--- src/rtl/rtu_slave_pkg.sv ---
/*
  Shared constants for the serial query handler: frame layout, function
  codes, exception codes, CRC constants and timeout figures.
  Assumes a 100 MHz system clock.
*/
package rtu_slave_pkg;
  // ---------------------------------------------------------------
  // clock and timing
  // ---------------------------------------------------------------
  localparam int CLK_HZ = 100000000;
  localparam int MS_CYCLES = CLK_HZ / 1000;
  localparam logic [15:0] TIMEOUT_MS_DEFAULT = 16'h03E8; // one second
  localparam logic [15:0] TIMEOUT_MS_MIN = 16'h0064;
  localparam logic [15:0] TIMEOUT_MS_MAX = 16'hFDE8;
  // ---------------------------------------------------------------
  // frame layout
  // ---------------------------------------------------------------
  localparam int QUERY_LEN = 8;
  localparam logic [15:0] CRC_INIT = 16'hFFFF;
  localparam logic [15:0] CRC_POLY = 16'hA001;
  localparam logic [15:0] COIL_ON = 16'hFF00;
  localparam logic [15:0] COIL_OFF = 16'h0000;
  // ---------------------------------------------------------------
  // function codes
  // ---------------------------------------------------------------
  localparam logic [7:0] FC_RD_COILS = 8'h01;
  localparam logic [7:0] FC_RD_INPUTS = 8'h02;
  localparam logic [7:0] FC_RD_HOLD = 8'h03;
  localparam logic [7:0] FC_RD_INREG = 8'h04;
  localparam logic [7:0] FC_WR_COIL = 8'h05;
  localparam logic [7:0] FC_WR_SINGLE = 8'h06;
  localparam logic [7:0] FC_WR_COILS = 8'h0F;
  localparam logic [7:0] FC_WR_REGS = 8'h10;
  localparam logic [7:0] FC_EXC_FLAG = 8'h80;
  // ---------------------------------------------------------------
  // exception codes and limits
  // ---------------------------------------------------------------
  localparam logic [7:0] EXC_FUNC = 8'h01;
  localparam logic [7:0] EXC_ADDR = 8'h02;
  localparam logic [7:0] EXC_VALUE = 8'h03;
  localparam logic [15:0] HOLD_MAX_START = 16'h00E7;
  localparam logic [16:0] HOLD_MAX_END = 17'h0003F;
  localparam logic [15:0] SINGLE_REG_ADDR = 16'h0016;
  localparam logic [15:0] PRESET_MAX_REGS = 16'h0078;
  localparam int NUM_BIN_IN = 64;
  localparam int NUM_DIO = 14;
  localparam int NUM_CNT = 150;
  localparam logic [15:0] HOLD_BASE_ADDR = 16'h9C41; // 40001
  localparam logic [9:0] SCALE_MAX = 10'h3E8;

  typedef enum logic [2:0] {
    ST_HUNT = 3'b000,
    ST_COLLECT = 3'b001,
    ST_CHECK = 3'b010,
    ST_REPLY = 3'b011,
    ST_CRCOUT = 3'b100
  } state_t;
endpackage : rtu_slave_pkg

--- src/rtl/rtu_slave_query_handler.sv ---
/*
  Serial RTU slave query handler: frames queries by address sync, checks
  CRC and parity errors, validates requests and sends replies bytewise.
  Assumes a byte receiver/transmitter outside with 8 data bits, no parity,
  and that point data (inputs, outputs, counters) are presented as ports.
*/
// Notes on behaviour
// - frame start found by own address byte
// - query: addr, func, reg, count, CRC
// - parity or CRC error: silent drop
// - unsupported function gives exception 01
// - func 03 bad start gives exception 02
// - func 06 register other than 0x16 illegal
// - func 03 bad span gives exception 03
// - exception: addr, func|80, code, CRC
// - timer from address; expiry discards frame
// - timeout default 1 s, 100..65000 ms
// - func 16 start high word, max 120
// - presets disabled give exception 01
// - coil forcing drives outputs, else 01
// - binary input is input, trigger or alarm
// - coil read shows output channels only
// - counter is 32-bit scaled value pair
// - counter map starts at 40001, high first
// - CRC preset ones, LSB first, 0xA001
// - characters are 8 bits, no parity
`timescale 1ns/1ps
module rtu_slave_query_handler #(
  parameter int NUM_CNT_P = rtu_slave_pkg::NUM_CNT,
  parameter int MS_CYCLES_P = rtu_slave_pkg::MS_CYCLES // clock cycles per millisecond tick
) (
  input wire logic clk_sys,
  input wire logic arst_n,
  input wire logic [7:0] rxData,
  input wire logic rxValid,
  input wire logic rxParityErr,
  input wire logic [7:0] devAddr,
  input wire logic [15:0] timeoutMs,
  input wire logic presetEnable,
  input wire logic forceEnable,
  input wire logic [rtu_slave_pkg::NUM_BIN_IN-1:0] binClosed,
  input wire logic [rtu_slave_pkg::NUM_BIN_IN-1:0] binTrigger,
  input wire logic [rtu_slave_pkg::NUM_BIN_IN-1:0] binAlarm,
  input wire logic [rtu_slave_pkg::NUM_DIO-1:0] dioIsOutput,
  input wire logic [31:0] cntSource,
  input wire logic [9:0] cntScale,
  input wire logic txReady,
  output logic [7:0] txData,
  output logic txValid,
  output logic [rtu_slave_pkg::NUM_DIO-1:0] dioOut,
  output logic [7:0] cntIndex,
  output logic frameDrop,
  output logic frameTimeout
);
  import rtu_slave_pkg::*;

  // ---------------------------------------------------------------
  // helpers
  // ---------------------------------------------------------------
  // one byte through the reflected CRC, LSB first
  function automatic logic [15:0] crcByte(input logic [15:0] c, input logic [7:0] b);
    logic [15:0] v;
    v = c ^ {8'h00, b};
    for (int i = 0; i < 8; i++) begin
      v = v[0] ? ((v >> 1) ^ CRC_POLY) : (v >> 1);
    end
    return v;
  endfunction : crcByte

  function automatic logic fcKnown(input logic [7:0] f);
    return (f == FC_RD_COILS) || (f == FC_RD_INPUTS) || (f == FC_RD_HOLD) ||
           (f == FC_RD_INREG) || (f == FC_WR_COIL) || (f == FC_WR_COILS) ||
           (f == FC_WR_REGS);
  endfunction : fcKnown

  // timeout clamped into its legal range; cycle span per millisecond
  logic [15:0] toMs;
  assign toMs = (timeoutMs < TIMEOUT_MS_MIN) ? TIMEOUT_MS_MIN :
                ((timeoutMs > TIMEOUT_MS_MAX) ? TIMEOUT_MS_MAX : timeoutMs);

  // binary points merged from three sources
  logic [NUM_BIN_IN-1:0] binPoint;
  assign binPoint = binClosed | binTrigger | binAlarm;

  // ---------------------------------------------------------------
  // state
  // ---------------------------------------------------------------
  typedef struct packed {
    state_t st;
    logic [7:0] buf0, buf1, buf2, buf3, buf4, buf5, buf6;
    logic [3:0] cnt;
    logic [15:0] crc;
    logic [16:0] msTick;
    logic [15:0] msCount;
    logic [7:0] txData;
    logic txValid;
    logic [3:0] txIdx;
    logic [3:0] txLen;
    logic [15:0] txCrc;
    logic [7:0] exc;
    logic [7:0] data0, data1, data2, data3;
    logic [NUM_DIO-1:0] dio;
    logic drop;
    logic tmo;
  } state_s_t;

  state_s_t r, n;

  logic [15:0] regAddr, regCnt;
  logic [16:0] spanEnd;
  logic [47:0] scaled;
  assign regAddr = {r.buf2, r.buf3};
  assign regCnt = {r.buf4, r.buf5};
  assign spanEnd = {1'b0, regAddr} + {1'b0, regCnt};
  assign scaled = cntSource * ((cntScale > SCALE_MAX) ? 16'(SCALE_MAX) : 16'(cntScale));

  // ---------------------------------------------------------------
  // next state
  // ---------------------------------------------------------------
  always_comb begin
    logic [7:0] outByte;
    n = r;
    outByte = 8'h00;
    n.drop = 1'b0;
    n.tmo = 1'b0;
    case (r.st)
      // look for own address only; idle gaps are not timed
      ST_HUNT: begin
        n.cnt = 4'h0;
        if (rxValid && !rxParityErr && rxData == devAddr) begin
          n.buf0 = rxData;
          n.cnt = 4'h1;
          n.crc = crcByte(CRC_INIT, rxData);
          n.msTick = 17'h00000;
          n.msCount = 16'h0000;
          n.st = ST_COLLECT;
        end
      end
      // gather the remaining query bytes in wire order
      ST_COLLECT: begin
        n.msTick = (r.msTick == 17'(MS_CYCLES_P - 1)) ? 17'h00000 : r.msTick + 17'h00001;
        n.msCount = r.msCount + 16'(r.msTick == 17'(MS_CYCLES_P - 1));
        if (r.msCount >= toMs) begin
          n.st = ST_HUNT;
          n.tmo = 1'b1;
        end else if (rxValid && rxParityErr) begin
          n.st = ST_HUNT;
          n.drop = 1'b1;
        end else if (rxValid) begin
          case (r.cnt)
            4'h1: n.buf1 = rxData;
            4'h2: n.buf2 = rxData;
            4'h3: n.buf3 = rxData;
            4'h4: n.buf4 = rxData;
            4'h5: n.buf5 = rxData;
            4'h6: n.buf6 = rxData;
            default: n.buf6 = r.buf6;
          endcase
          if (r.cnt < 4'h6) begin
            n.crc = crcByte(r.crc, rxData);
          end
          n.cnt = r.cnt + 4'h1;
          // CRC low byte arrives first on the wire, compared reflected
          if (r.cnt == 4'(QUERY_LEN - 1)) begin
            if ({rxData, r.buf6} == r.crc) begin
              n.st = ST_CHECK;
            end else begin
              n.st = ST_HUNT;
              n.drop = 1'b1;
            end
          end
        end
      end
      // validate and build the answer
      ST_CHECK: begin
        n.exc = 8'h00;
        n.data0 = r.buf2; // writes echo address and count
        n.data1 = r.buf3;
        n.data2 = r.buf4;
        n.data3 = r.buf5;
        n.txLen = 4'h4;
        if (!fcKnown(r.buf1) && r.buf1 != FC_WR_SINGLE) begin
          n.exc = EXC_FUNC;
        end else if (r.buf1 == FC_WR_SINGLE) begin
          n.exc = (regAddr != SINGLE_REG_ADDR) ? EXC_ADDR : EXC_FUNC;
        end else if (r.buf1 == FC_WR_REGS) begin
          if (!presetEnable) begin
            n.exc = EXC_FUNC;
          end else if (regAddr[0]) begin
            n.exc = EXC_ADDR;
          end else if (regCnt > PRESET_MAX_REGS || regCnt[0]) begin
            n.exc = EXC_VALUE;
          end else begin
            n.txLen = 4'h6;
          end
        end else if (r.buf1 == FC_WR_COIL || r.buf1 == FC_WR_COILS) begin
          if (!forceEnable) begin
            n.exc = EXC_FUNC;
          end else if (regAddr >= 16'(NUM_DIO)) begin
            n.exc = EXC_ADDR;
          end else if (r.buf1 == FC_WR_COIL && regCnt != COIL_ON && regCnt != COIL_OFF) begin
            n.exc = EXC_VALUE;
          end else begin
            // single coil by FF00/0000; multi-coil takes value low bit
            n.dio[regAddr[3:0]] = (r.buf1 == FC_WR_COIL) ? (regCnt == COIL_ON) : r.buf5[0];
            n.txLen = 4'h6;
          end
        end else if (r.buf1 == FC_RD_HOLD) begin
          if (regAddr > HOLD_MAX_START || regAddr[0]) begin
            n.exc = EXC_ADDR;
          end else if (spanEnd > HOLD_MAX_END || regCnt[0] || regCnt == 16'h0000) begin
            n.exc = EXC_VALUE;
          end else begin
            // one pair served per reply: high word first
            n.data0 = 8'h04;
            n.data1 = scaled[31:24];
            n.data2 = scaled[23:16];
            n.data3 = scaled[15:8];
            n.txLen = 4'h7;
          end
        end else if (r.buf1 == FC_RD_COILS) begin
          n.data0 = 8'h02;
          n.data1 = 8'((r.dio & dioIsOutput) >> 0);
          n.data2 = {2'b00, 6'((r.dio & dioIsOutput) >> 8)};
          n.txLen = 4'h5; // count byte plus two data bytes
        end else begin
          // inputs and input registers answer from the binary points
          n.data0 = 8'h02;
          n.data1 = binPoint[regAddr[5:0] +: 8];
          n.data2 = binPoint[6'(regAddr[5:0] + 6'h08) +: 8];
          n.txLen = 4'h5;
        end
        if (n.exc != 8'h00) begin
          n.txLen = 4'h3;
        end
        n.txIdx = 4'h0;
        n.txCrc = CRC_INIT;
        n.txValid = 1'b0;
        n.st = ST_REPLY;
      end
      // shift out body bytes; exception marks the function
      ST_REPLY: begin
        case (r.txIdx)
          4'h0: outByte = r.buf0;
          4'h1: outByte = (r.exc != 8'h00) ? (r.buf1 | FC_EXC_FLAG) : r.buf1;
          4'h2: outByte = (r.exc != 8'h00) ? r.exc : r.data0;
          4'h3: outByte = r.data1;
          4'h4: outByte = r.data2;
          4'h5: outByte = r.data3;
          default: outByte = (r.txIdx == 4'h6) ? scaled[7:0] : 8'h00;
        endcase
        if (!r.txValid || txReady) begin
          if (r.txIdx == r.txLen) begin
            n.txValid = 1'b0;
            n.txIdx = 4'h0;
            n.st = ST_CRCOUT;
          end else begin
            n.txData = outByte;
            n.txValid = 1'b1;
            n.txCrc = crcByte(r.txCrc, outByte);
            n.txIdx = r.txIdx + 4'h1;
          end
        end
      end
      // CRC high byte then low byte
      ST_CRCOUT: begin
        if (!r.txValid || txReady) begin
          if (r.txIdx == 4'h0) begin
            n.txData = r.txCrc[15:8];
            n.txValid = 1'b1;
            n.txIdx = 4'h1;
          end else if (r.txIdx == 4'h1) begin
            n.txData = r.txCrc[7:0];
            n.txValid = 1'b1;
            n.txIdx = 4'h2;
          end else begin
            n.txValid = 1'b0;
            n.st = ST_HUNT;
          end
        end
      end
      default: n.st = ST_HUNT;
    endcase
  end

  // ---------------------------------------------------------------
  // registers
  // ---------------------------------------------------------------
  always_ff @(posedge clk_sys or negedge arst_n) begin
    if (!arst_n) begin
      r <= '0;
    end else begin
      r <= n;
    end
  end

  assign txData = r.txData;
  assign txValid = r.txValid;
  assign dioOut = r.dio & dioIsOutput;
  assign cntIndex = 8'(regAddr[7:1]);
  assign frameDrop = r.drop;
  assign frameTimeout = r.tmo;

  // ---------------------------------------------------------------
  // checks
  // ---------------------------------------------------------------
  property p_hunt_addr;
    @(posedge clk_sys) disable iff (!arst_n)
      (r.st == ST_HUNT && rxValid && !rxParityErr && rxData == devAddr) |=> r.st == ST_COLLECT;
  endproperty
  a_hunt_addr: assert property (p_hunt_addr) else $error("address sync missed");

  property p_foreign;
    @(posedge clk_sys) disable iff (!arst_n)
      (r.st == ST_HUNT && rxValid && rxData != devAddr) |=> r.st == ST_HUNT;
  endproperty
  a_foreign: assert property (p_foreign) else $error("foreign frame accepted");

  property p_parity;
    @(posedge clk_sys) disable iff (!arst_n)
      (r.st == ST_COLLECT && rxValid && rxParityErr && r.msCount < toMs) |=> frameDrop && r.st == ST_HUNT;
  endproperty
  a_parity: assert property (p_parity) else $error("parity error not dropped");

  property p_drop_quiet;
    @(posedge clk_sys) disable iff (!arst_n)
      frameDrop |-> !txValid [*2];
  endproperty
  a_drop_quiet: assert property (p_drop_quiet) else $error("reply after dropped frame");

  property p_timeout;
    @(posedge clk_sys) disable iff (!arst_n)
      (r.st == ST_COLLECT && r.msCount >= toMs) |=> frameTimeout && r.st == ST_HUNT;
  endproperty
  a_timeout: assert property (p_timeout) else $error("timeout ignored");

  property p_bad_fc;
    @(posedge clk_sys) disable iff (!arst_n)
      (r.st == ST_CHECK && !fcKnown(r.buf1) && r.buf1 != FC_WR_SINGLE) |=> r.exc == EXC_FUNC;
  endproperty
  a_bad_fc: assert property (p_bad_fc) else $error("illegal function missed");

  property p_hold_addr;
    @(posedge clk_sys) disable iff (!arst_n)
      (r.st == ST_CHECK && r.buf1 == FC_RD_HOLD && (regAddr > HOLD_MAX_START || regAddr[0]))
        |=> r.exc == EXC_ADDR;
  endproperty
  a_hold_addr: assert property (p_hold_addr) else $error("bad start not flagged");

  property p_preset_off;
    @(posedge clk_sys) disable iff (!arst_n)
      (r.st == ST_CHECK && r.buf1 == FC_WR_REGS && !presetEnable) |=> r.exc == EXC_FUNC;
  endproperty
  a_preset_off: assert property (p_preset_off) else $error("preset not refused");

  property p_force_off;
    @(posedge clk_sys) disable iff (!arst_n)
      (r.st == ST_CHECK && r.buf1 == FC_WR_COIL && !forceEnable) |=> $stable(r.dio) && r.exc == EXC_FUNC;
  endproperty
  a_force_off: assert property (p_force_off) else $error("force not refused");
endmodule : rtu_slave_query_handler

--- config.mk ---
export PLATFORM = sky130hd
export DESIGN_NAME = rtu_slave_query_handler
export DESIGN_NICKNAME = d
export VERILOG_FILES = /design/src/rtl/rtu_slave_pkg.sv /design/src/rtl/rtu_slave_query_handler.sv
export SDC_FILE = /design/constraint.sdc
export NUM_CORES = 1
export LEC_CHECK = 0
export ABC_AREA = 1
export BUFFER_PORTS_ARGS = -buffer_cell sky130_fd_sc_hd__buf_2
export CAP_MARGIN = 20
export CORE_UTILIZATION = 55
export CTS_CLUSTER_SIZE = 12
export DETAILED_ROUTE_END_ITERATION = 10
export PLACE_DENSITY = 0.77
export SLEW_MARGIN = 10
export SYNTH_ARGS = -nofsm -noshare
export SYNTH_HDL_FRONTEND = slang
export SYNTH_SLANG_ARGS = --single-unit
export TNS_END_PERCENT = 30
--- constraint.sdc ---
create_clock -name clk_sys -period 2.65 [get_ports clk_sys]
set_input_delay 0.1325 -clock clk_sys [delete_from_list [all_inputs] [get_ports clk_sys]]
set_output_delay 0.1325 -clock clk_sys [all_outputs]
set_load 0.005 [all_outputs]
# --- Yosys cells after proc, flatten, opt, wreduce, memory -nomap -nowiden ---
# Index checks and enable logic that the tools add are counted.
totals:
  input_bits: 287
  wordCells: 294
  out_inout_bits: 33
  reg_bits: 201
classes:
  multipliers: 1
  n_bitwise: 37
  n_reduce_logical: 48
  n_shift: 2
  n_lt_le_gt_ge: 11
  n_addsub: 6
  muxes: 117
  eq_ne: 47
op_table:
  columns: ["op", "count"]
  rows:
  - ["two-way mux 16 bit", 30]
  - ["two-way mux 46 bit", 3]
  - ["bitwise OR 64 bit", 2]
  - ["indexed part select 64 x 7 -> 8 bit", 2]
  - ["case mux 53 bit (2 select lines)", 1]
  - ["two-way mux 8 bit", 13]
  - ["two-way mux 32 bit", 3]
  - ["inverter 2 -> 3 bit", 24]
  - ["two-way mux 20 bit", 3]
  - ["two-way mux 14 bit", 4]
  - ["two-way mux 50 bit", 1]
  - ["case mux 8 bit (6 select lines)", 1]
  - ["two-way mux 13 bit", 3]
  - ["two-way mux 4 bit", 9]
  - ["AND reduction 5 bit", 7]
  - ["two-way mux 2 bit", 17]
  - ["multiplier 32 x 10 -> 32 bit", 1]
  - ["case mux 16 bit (2 select lines)", 1]
  - ["bitwise XOR 16 x 8 -> 16 bit", 2]
  - ["== test 4 x 3 -> 1 bit (second input constant)", 7]
  - ["two-way mux 3 bit", 9]
  - ["== test 8 x 3 -> 1 bit (second input constant)", 3]
  - ["two-way mux 24 bit", 1]
  - ["!= test 2 bit (second input constant)", 11]
  - ["other kinds (63)", 111]

# --- Logic depth before layout (Yosys ltp) ---
depth:
  depth_word: 26
  ltp_mapped: 35
  depth_no_buf: 33

# --- Worst setup path after synthesis ---
# Ideal clock, no wire load.
synth_path:
  kind: "input -> register"
  startpoint: "in cntScale[6]"
  endpoint: "reg r[36] (netlist name)"
  setup_slack_ns: -3.148
  required_time_ns: 2.533
  setup_ns: 0.117
  n_path_buf: 3
  path_stages: 31
  arrival_time_ns: 5.682
  cell_sequence: "buf_2 > nand2_1 > inv_1 > nand2_1 > nor2_1 > nand2_2 > nand2_1 > clkbuf_1 > clkbuf_1 > nand2_1 > fa_1 > inv_1 > fa_1 > fa_1 > fa_1 > inv_1 > fa_1 > inv_1 > ha_1 > a21oi_1 > o21ai_0 > a21oi_1 > nand3_1 > a21o_1 > a21oi_1 > nand2b_1 > nand3_1 > nand4_1 > nand2_1 > nand2_1 > nand2_1"
synth_between:
  elab_chain_len: 10
synth_lines:
  columns: ["element", "line_no", "source"]
  rows:
  - ["start, declared", "rtu_slave_query_handler.sv:46", "input wire logic [9:0] cntScale,"]
  - ["greater-than comparator 10 bit", "rtu_slave_query_handler.sv:115", "assign scaled = cntSource * ((cntScale > SCALE_MAX) ? 16'(SCALE_MAX) : 16'(cntScale));"]
  - ["two-way mux 10 bit *", "rtu_slave_query_handler.sv:115", null]
  - ["multiplier 32 x 10 -> 32 bit *", "rtu_slave_query_handler.sv:115", null]
  - ["two-way mux 32 bit *", "rtu_slave_query_handler.sv:211", "end else if (spanEnd > HOLD_MAX_END || regCnt[0] || regCnt == 16'h0000) begin"]
  - ["two-way mux 32 bit *", "rtu_slave_query_handler.sv:209", "if (regAddr > HOLD_MAX_START || regAddr[0]) begin"]
  - ["two-way mux 24 bit *", "rtu_slave_query_handler.sv:208", "end else if (r.buf1 == FC_RD_HOLD) begin"]
  - ["two-way mux 32 bit *", "rtu_slave_query_handler.sv:196", "end else if (r.buf1 == FC_WR_COIL || r.buf1 == FC_WR_COILS) begin"]
  - ["two-way mux 46 bit *", "rtu_slave_query_handler.sv:186", "end else if (r.buf1 == FC_WR_REGS) begin"]
  - ["two-way mux 46 bit *", "rtu_slave_query_handler.sv:184", "end else if (r.buf1 == FC_WR_SINGLE) begin"]
  - ["two-way mux 46 bit *", "rtu_slave_query_handler.sv:182", "if (!fcKnown(r.buf1) && r.buf1 != FC_WR_SINGLE) begin"]
  - ["end signal, assigned", "rtu_slave_query_handler.sv:293", "r <= n;"]
  - ["end, declared", "rtu_slave_query_handler.sv:107", "state_s_t r, n;"]
# Every way passes the cells marked *; elsewhere a longest branch is shown, timed or not.
# A chain may end at the register's enable or synchronous reset.

# --- Worst setup path in the final report ---
layout_path:
  startpoint: "in cntScale[3]"
  endpoint: "reg r[35] (netlist name)"
# Same word-level chain as after synthesis.

==> flow_summary.yaml <==
status:
  outcome: "finished, violations left"
  failed_checks: "setup timing"
worst_setup_path:
  end_kind: "register"
  startpoint: "cntScale[3]"
  critPathMostFrequentCell: "fa_1"
  r2r-end: "r[28]$_DFFE_PN0N_"
  worstPathRequired_ns: 3.05
  cpPeakStageDelay_ns: 0.55
  worstSetupEndpoint: "r[35]$_DFFE_PN0N_"
  critical_path_class: "input port to register"
  r2r_cells: 18
  r2r_start: "r[166]$_DFFE_PN0P_"
  cpLargestDelayFamily: "adder cells"
  crit_buf_inv: 10
  cp.arrival_ns: 5.70
  worstPathMaxFanout: 8
  cp.depth: 31
  crit_path_top_delay_cell: "fa_1"
  start_kind: "input port"
  r2r_slack_ns: -0.37
synth:
  yosys_warnings: 0
  async_reset_ff_share_pct: 100.0
  ys_seq_area_share_pct: 19.75
  synth_nets: 4278
  synth_top_flop_cell: "dfrtp_1"
  ys_types: 64
  synth_area_mm2: 0.02458
  syn_avg_cell_area_um2: 6.640
  synth_edf_count: 0
  synth_seq_cells: 194
  synth_cells: 3702
min_path:
  hold_class: "input port to register"
clocking:
  cts_buffers: 17
  clockBufferDepth: 2
  clkTransAtPathRegs_ns: 0.09
  cts_tree: "done"
  cts_num_sinks: 194
  clk_latency_ns: 0.46
  root_buffer: "clkbuf_16"
  h-tree-depth: 4
layout:
  drive_gt1_share_pct: 28.81
  fin_util_pct: 74.64
  multi_input_area_mm2: 0.01854
  seqCellArea_mm2: 0.004860
  syn_to_final_growth_pct: 34.00
  fillers: 3392
  final_net_count: 4933
sta:
  slew_viol_final: 0
  max_freq_ghz: 0.1888
  finalHoldViolations: 0
  setup_slack_ns: -2.646
  slew_headroom_pct: 44.72
  period_share_pct: 199.8
  worstMarginPinSlew_ns: 0.8229
  rsz0062_at_grt: "yes"
  min_period_ns: 5.296
  finalSetupViolCount: 100
  skew_ns: 0.01128
  hold_slack_ns: 0.01797
grt:
  gr-total-overflow: 0
  grt_pass1_vias: 26978
  grt_pass1_wl_um: 143000
  antenna_found_initial: 5
  grt_max_degree: 77
  grt_usage_pct: 40.94
placement:
  gp_congestion: 1.034
  dp_hpwl_um: 70830
  portBuffers: 318
  pre_cts_ws_ns: -3.182
drt:
  postRouteAntennaNets: 0
  drt_iter0_markers: 2702
  drt_wl_total_um: 96730
  drc: 0
  via_count: 28145
  via_per_inst: 5.668
  wl_per_cell_um: 19.48
  drt_first_pass_iters: 6
floorplan:
  fp.dieArea_mm2: 0.04554
  start_util_pct: 55.71
  die_h_um: 213.4
  coreArea_mm2: 0.04412
  fp.dieW_um: 213.4
  row_count: 77
  io_pins: 320
power_and_ir_drop:
  power_density_mw_per_mm2: 969.8
  p_total_mw: 31.94
  vdd_drop_max_v: 0.001541
  p_leak_nw: 17.31
flow_run:
  drv_cap: 0
-- layout by cell type, fill, tap and decap left out, drive strengths merged, types with 2 or more instances in the layout --
cell type	count
nor3	90
inv	634
nand3b	4
a31oi	13
diode	4
nor4	21
nor3b	4
a211oi	3
o32ai	3
a22oi	11
mux2	2
ha	90
fa	199
xnor2	53
clkbuf	19
dfrtp	194
a21o	9
o22ai	24
or2	11
a21oi	133
nor2	257
mux2i	22
clkinv	8
nand2	1040
o211ai	25
xor2	39
o31ai	5
o21ai	368
nand3	223
buf	802
o221ai	4
nand4	33
o21a	2
o2111ai	2
o21bai	7
a21boi	3
-- cells in the mapped netlist (all sizes together) (79+ instances only) --
cell | count | area, um^2
dfrtp | 194 | 4855
buf | 79 | 419.2
nor2 | 257 | 1002
nand3 | 223 | 1146
inv | 625 | 2346
o21ai | 368 | 1849
nand2 | 1039 | 3940
fa | 199 | 3984
ha | 90 | 1126
a21oi | 133 | 669.4
clkbuf | 92 | 345.3
nor3 | 90 | 476.7
-- per-layer routing --
metal  share of wire (%)  GRT usage (%)
met4                 8.1          26.95
met2                  46          66.54
met3                 9.8          9.080
met5               0.031              0
met1                  37          48.93
-- worst min-delay path by stage --
stage                                       endpoint  cells past startpoint  slack (ns)  startpoint
after floorplan           asynchronous set/reset pin                      0       -0.16      arst_n
after detailed placement  asynchronous set/reset pin                      1        0.17      arst_n
after global routing              r[128]$_DFFE_PN0P_                      3        0.02   rxData[0]
final                             r[128]$_DFFE_PN0P_                      3        0.02   rxData[0]
after CTS                         r[128]$_DFFE_PN0P_                      3       0.008   rxData[0]
after global placement    asynchronous set/reset pin                      1        0.17      arst_n
-- per-stage QoR --
stage	std cells	instance area, um^2	TNS [ns]
finish	4966	32940	-83.68
global route	4964	32930	-102.07
floorplan	3702	25300	-90.48
CTS	4926	31610	-73.69
detailed placement	4868	30150	-135.76
global placement	4868	30150	-127.29
-- sequential cells by signal, indices dropped and copies added (netlist names), named ones only --
| name | count |
|---|---|
| cntIndex | 7 |
| r | 162 |
| frameTimeout | 1 |
| txData | 8 |
| frameDrop | 1 |
| txValid | 1 |
-- power by group --
group	switching, mW	internal [mW]
Clock	1.41	1.39
Sequential	0.306	3.28
Combinational	13.8	11.8
Total	15.5	16.4
-- cells by family after synthesis --
kind of cell / count (synthesis) / share of synthesized area, %
simple gates: 1685 / 28.72
buf+inv: 798 / 12.69
compound gates: 619 / 13.74
fa+ha+maj: 289 / 20.79
flops: 194 / 19.75
xor+xnor: 92 / 3.309
mux: 24 / 0.9875
other cells: 1 / 0.01526
-- final cells by class --
class                           count  share of cell area, %
Inverter                          627                  7.267
Antenna cell                        4                0.03039
Clock inverter                     15                 0.6230
Timing Repair inverter              1                0.02659
Tap cell                          592                  2.249
Timing Repair Buffer              805                  17.47
Multi-Input combinational cell   2711                  56.29
Clock buffer                       17                  1.292
Sequential cell                   194                  14.75
-- worst min-delay path, cell delays in order --
cell	delay, ns
buf_2	0.15
nand3_1	0.09
a31oi_1	0.08
-- repair_timing --
item,CTS,global route
gates resized for setup,134,263
endpoints found under the hold margin,63,0
hold buffers,1,0
pin swaps,92,165
setup buffers,22,45
cloned,4,1
endpoints found under the setup margin,80,145
(Power assumes the default switching activity.)
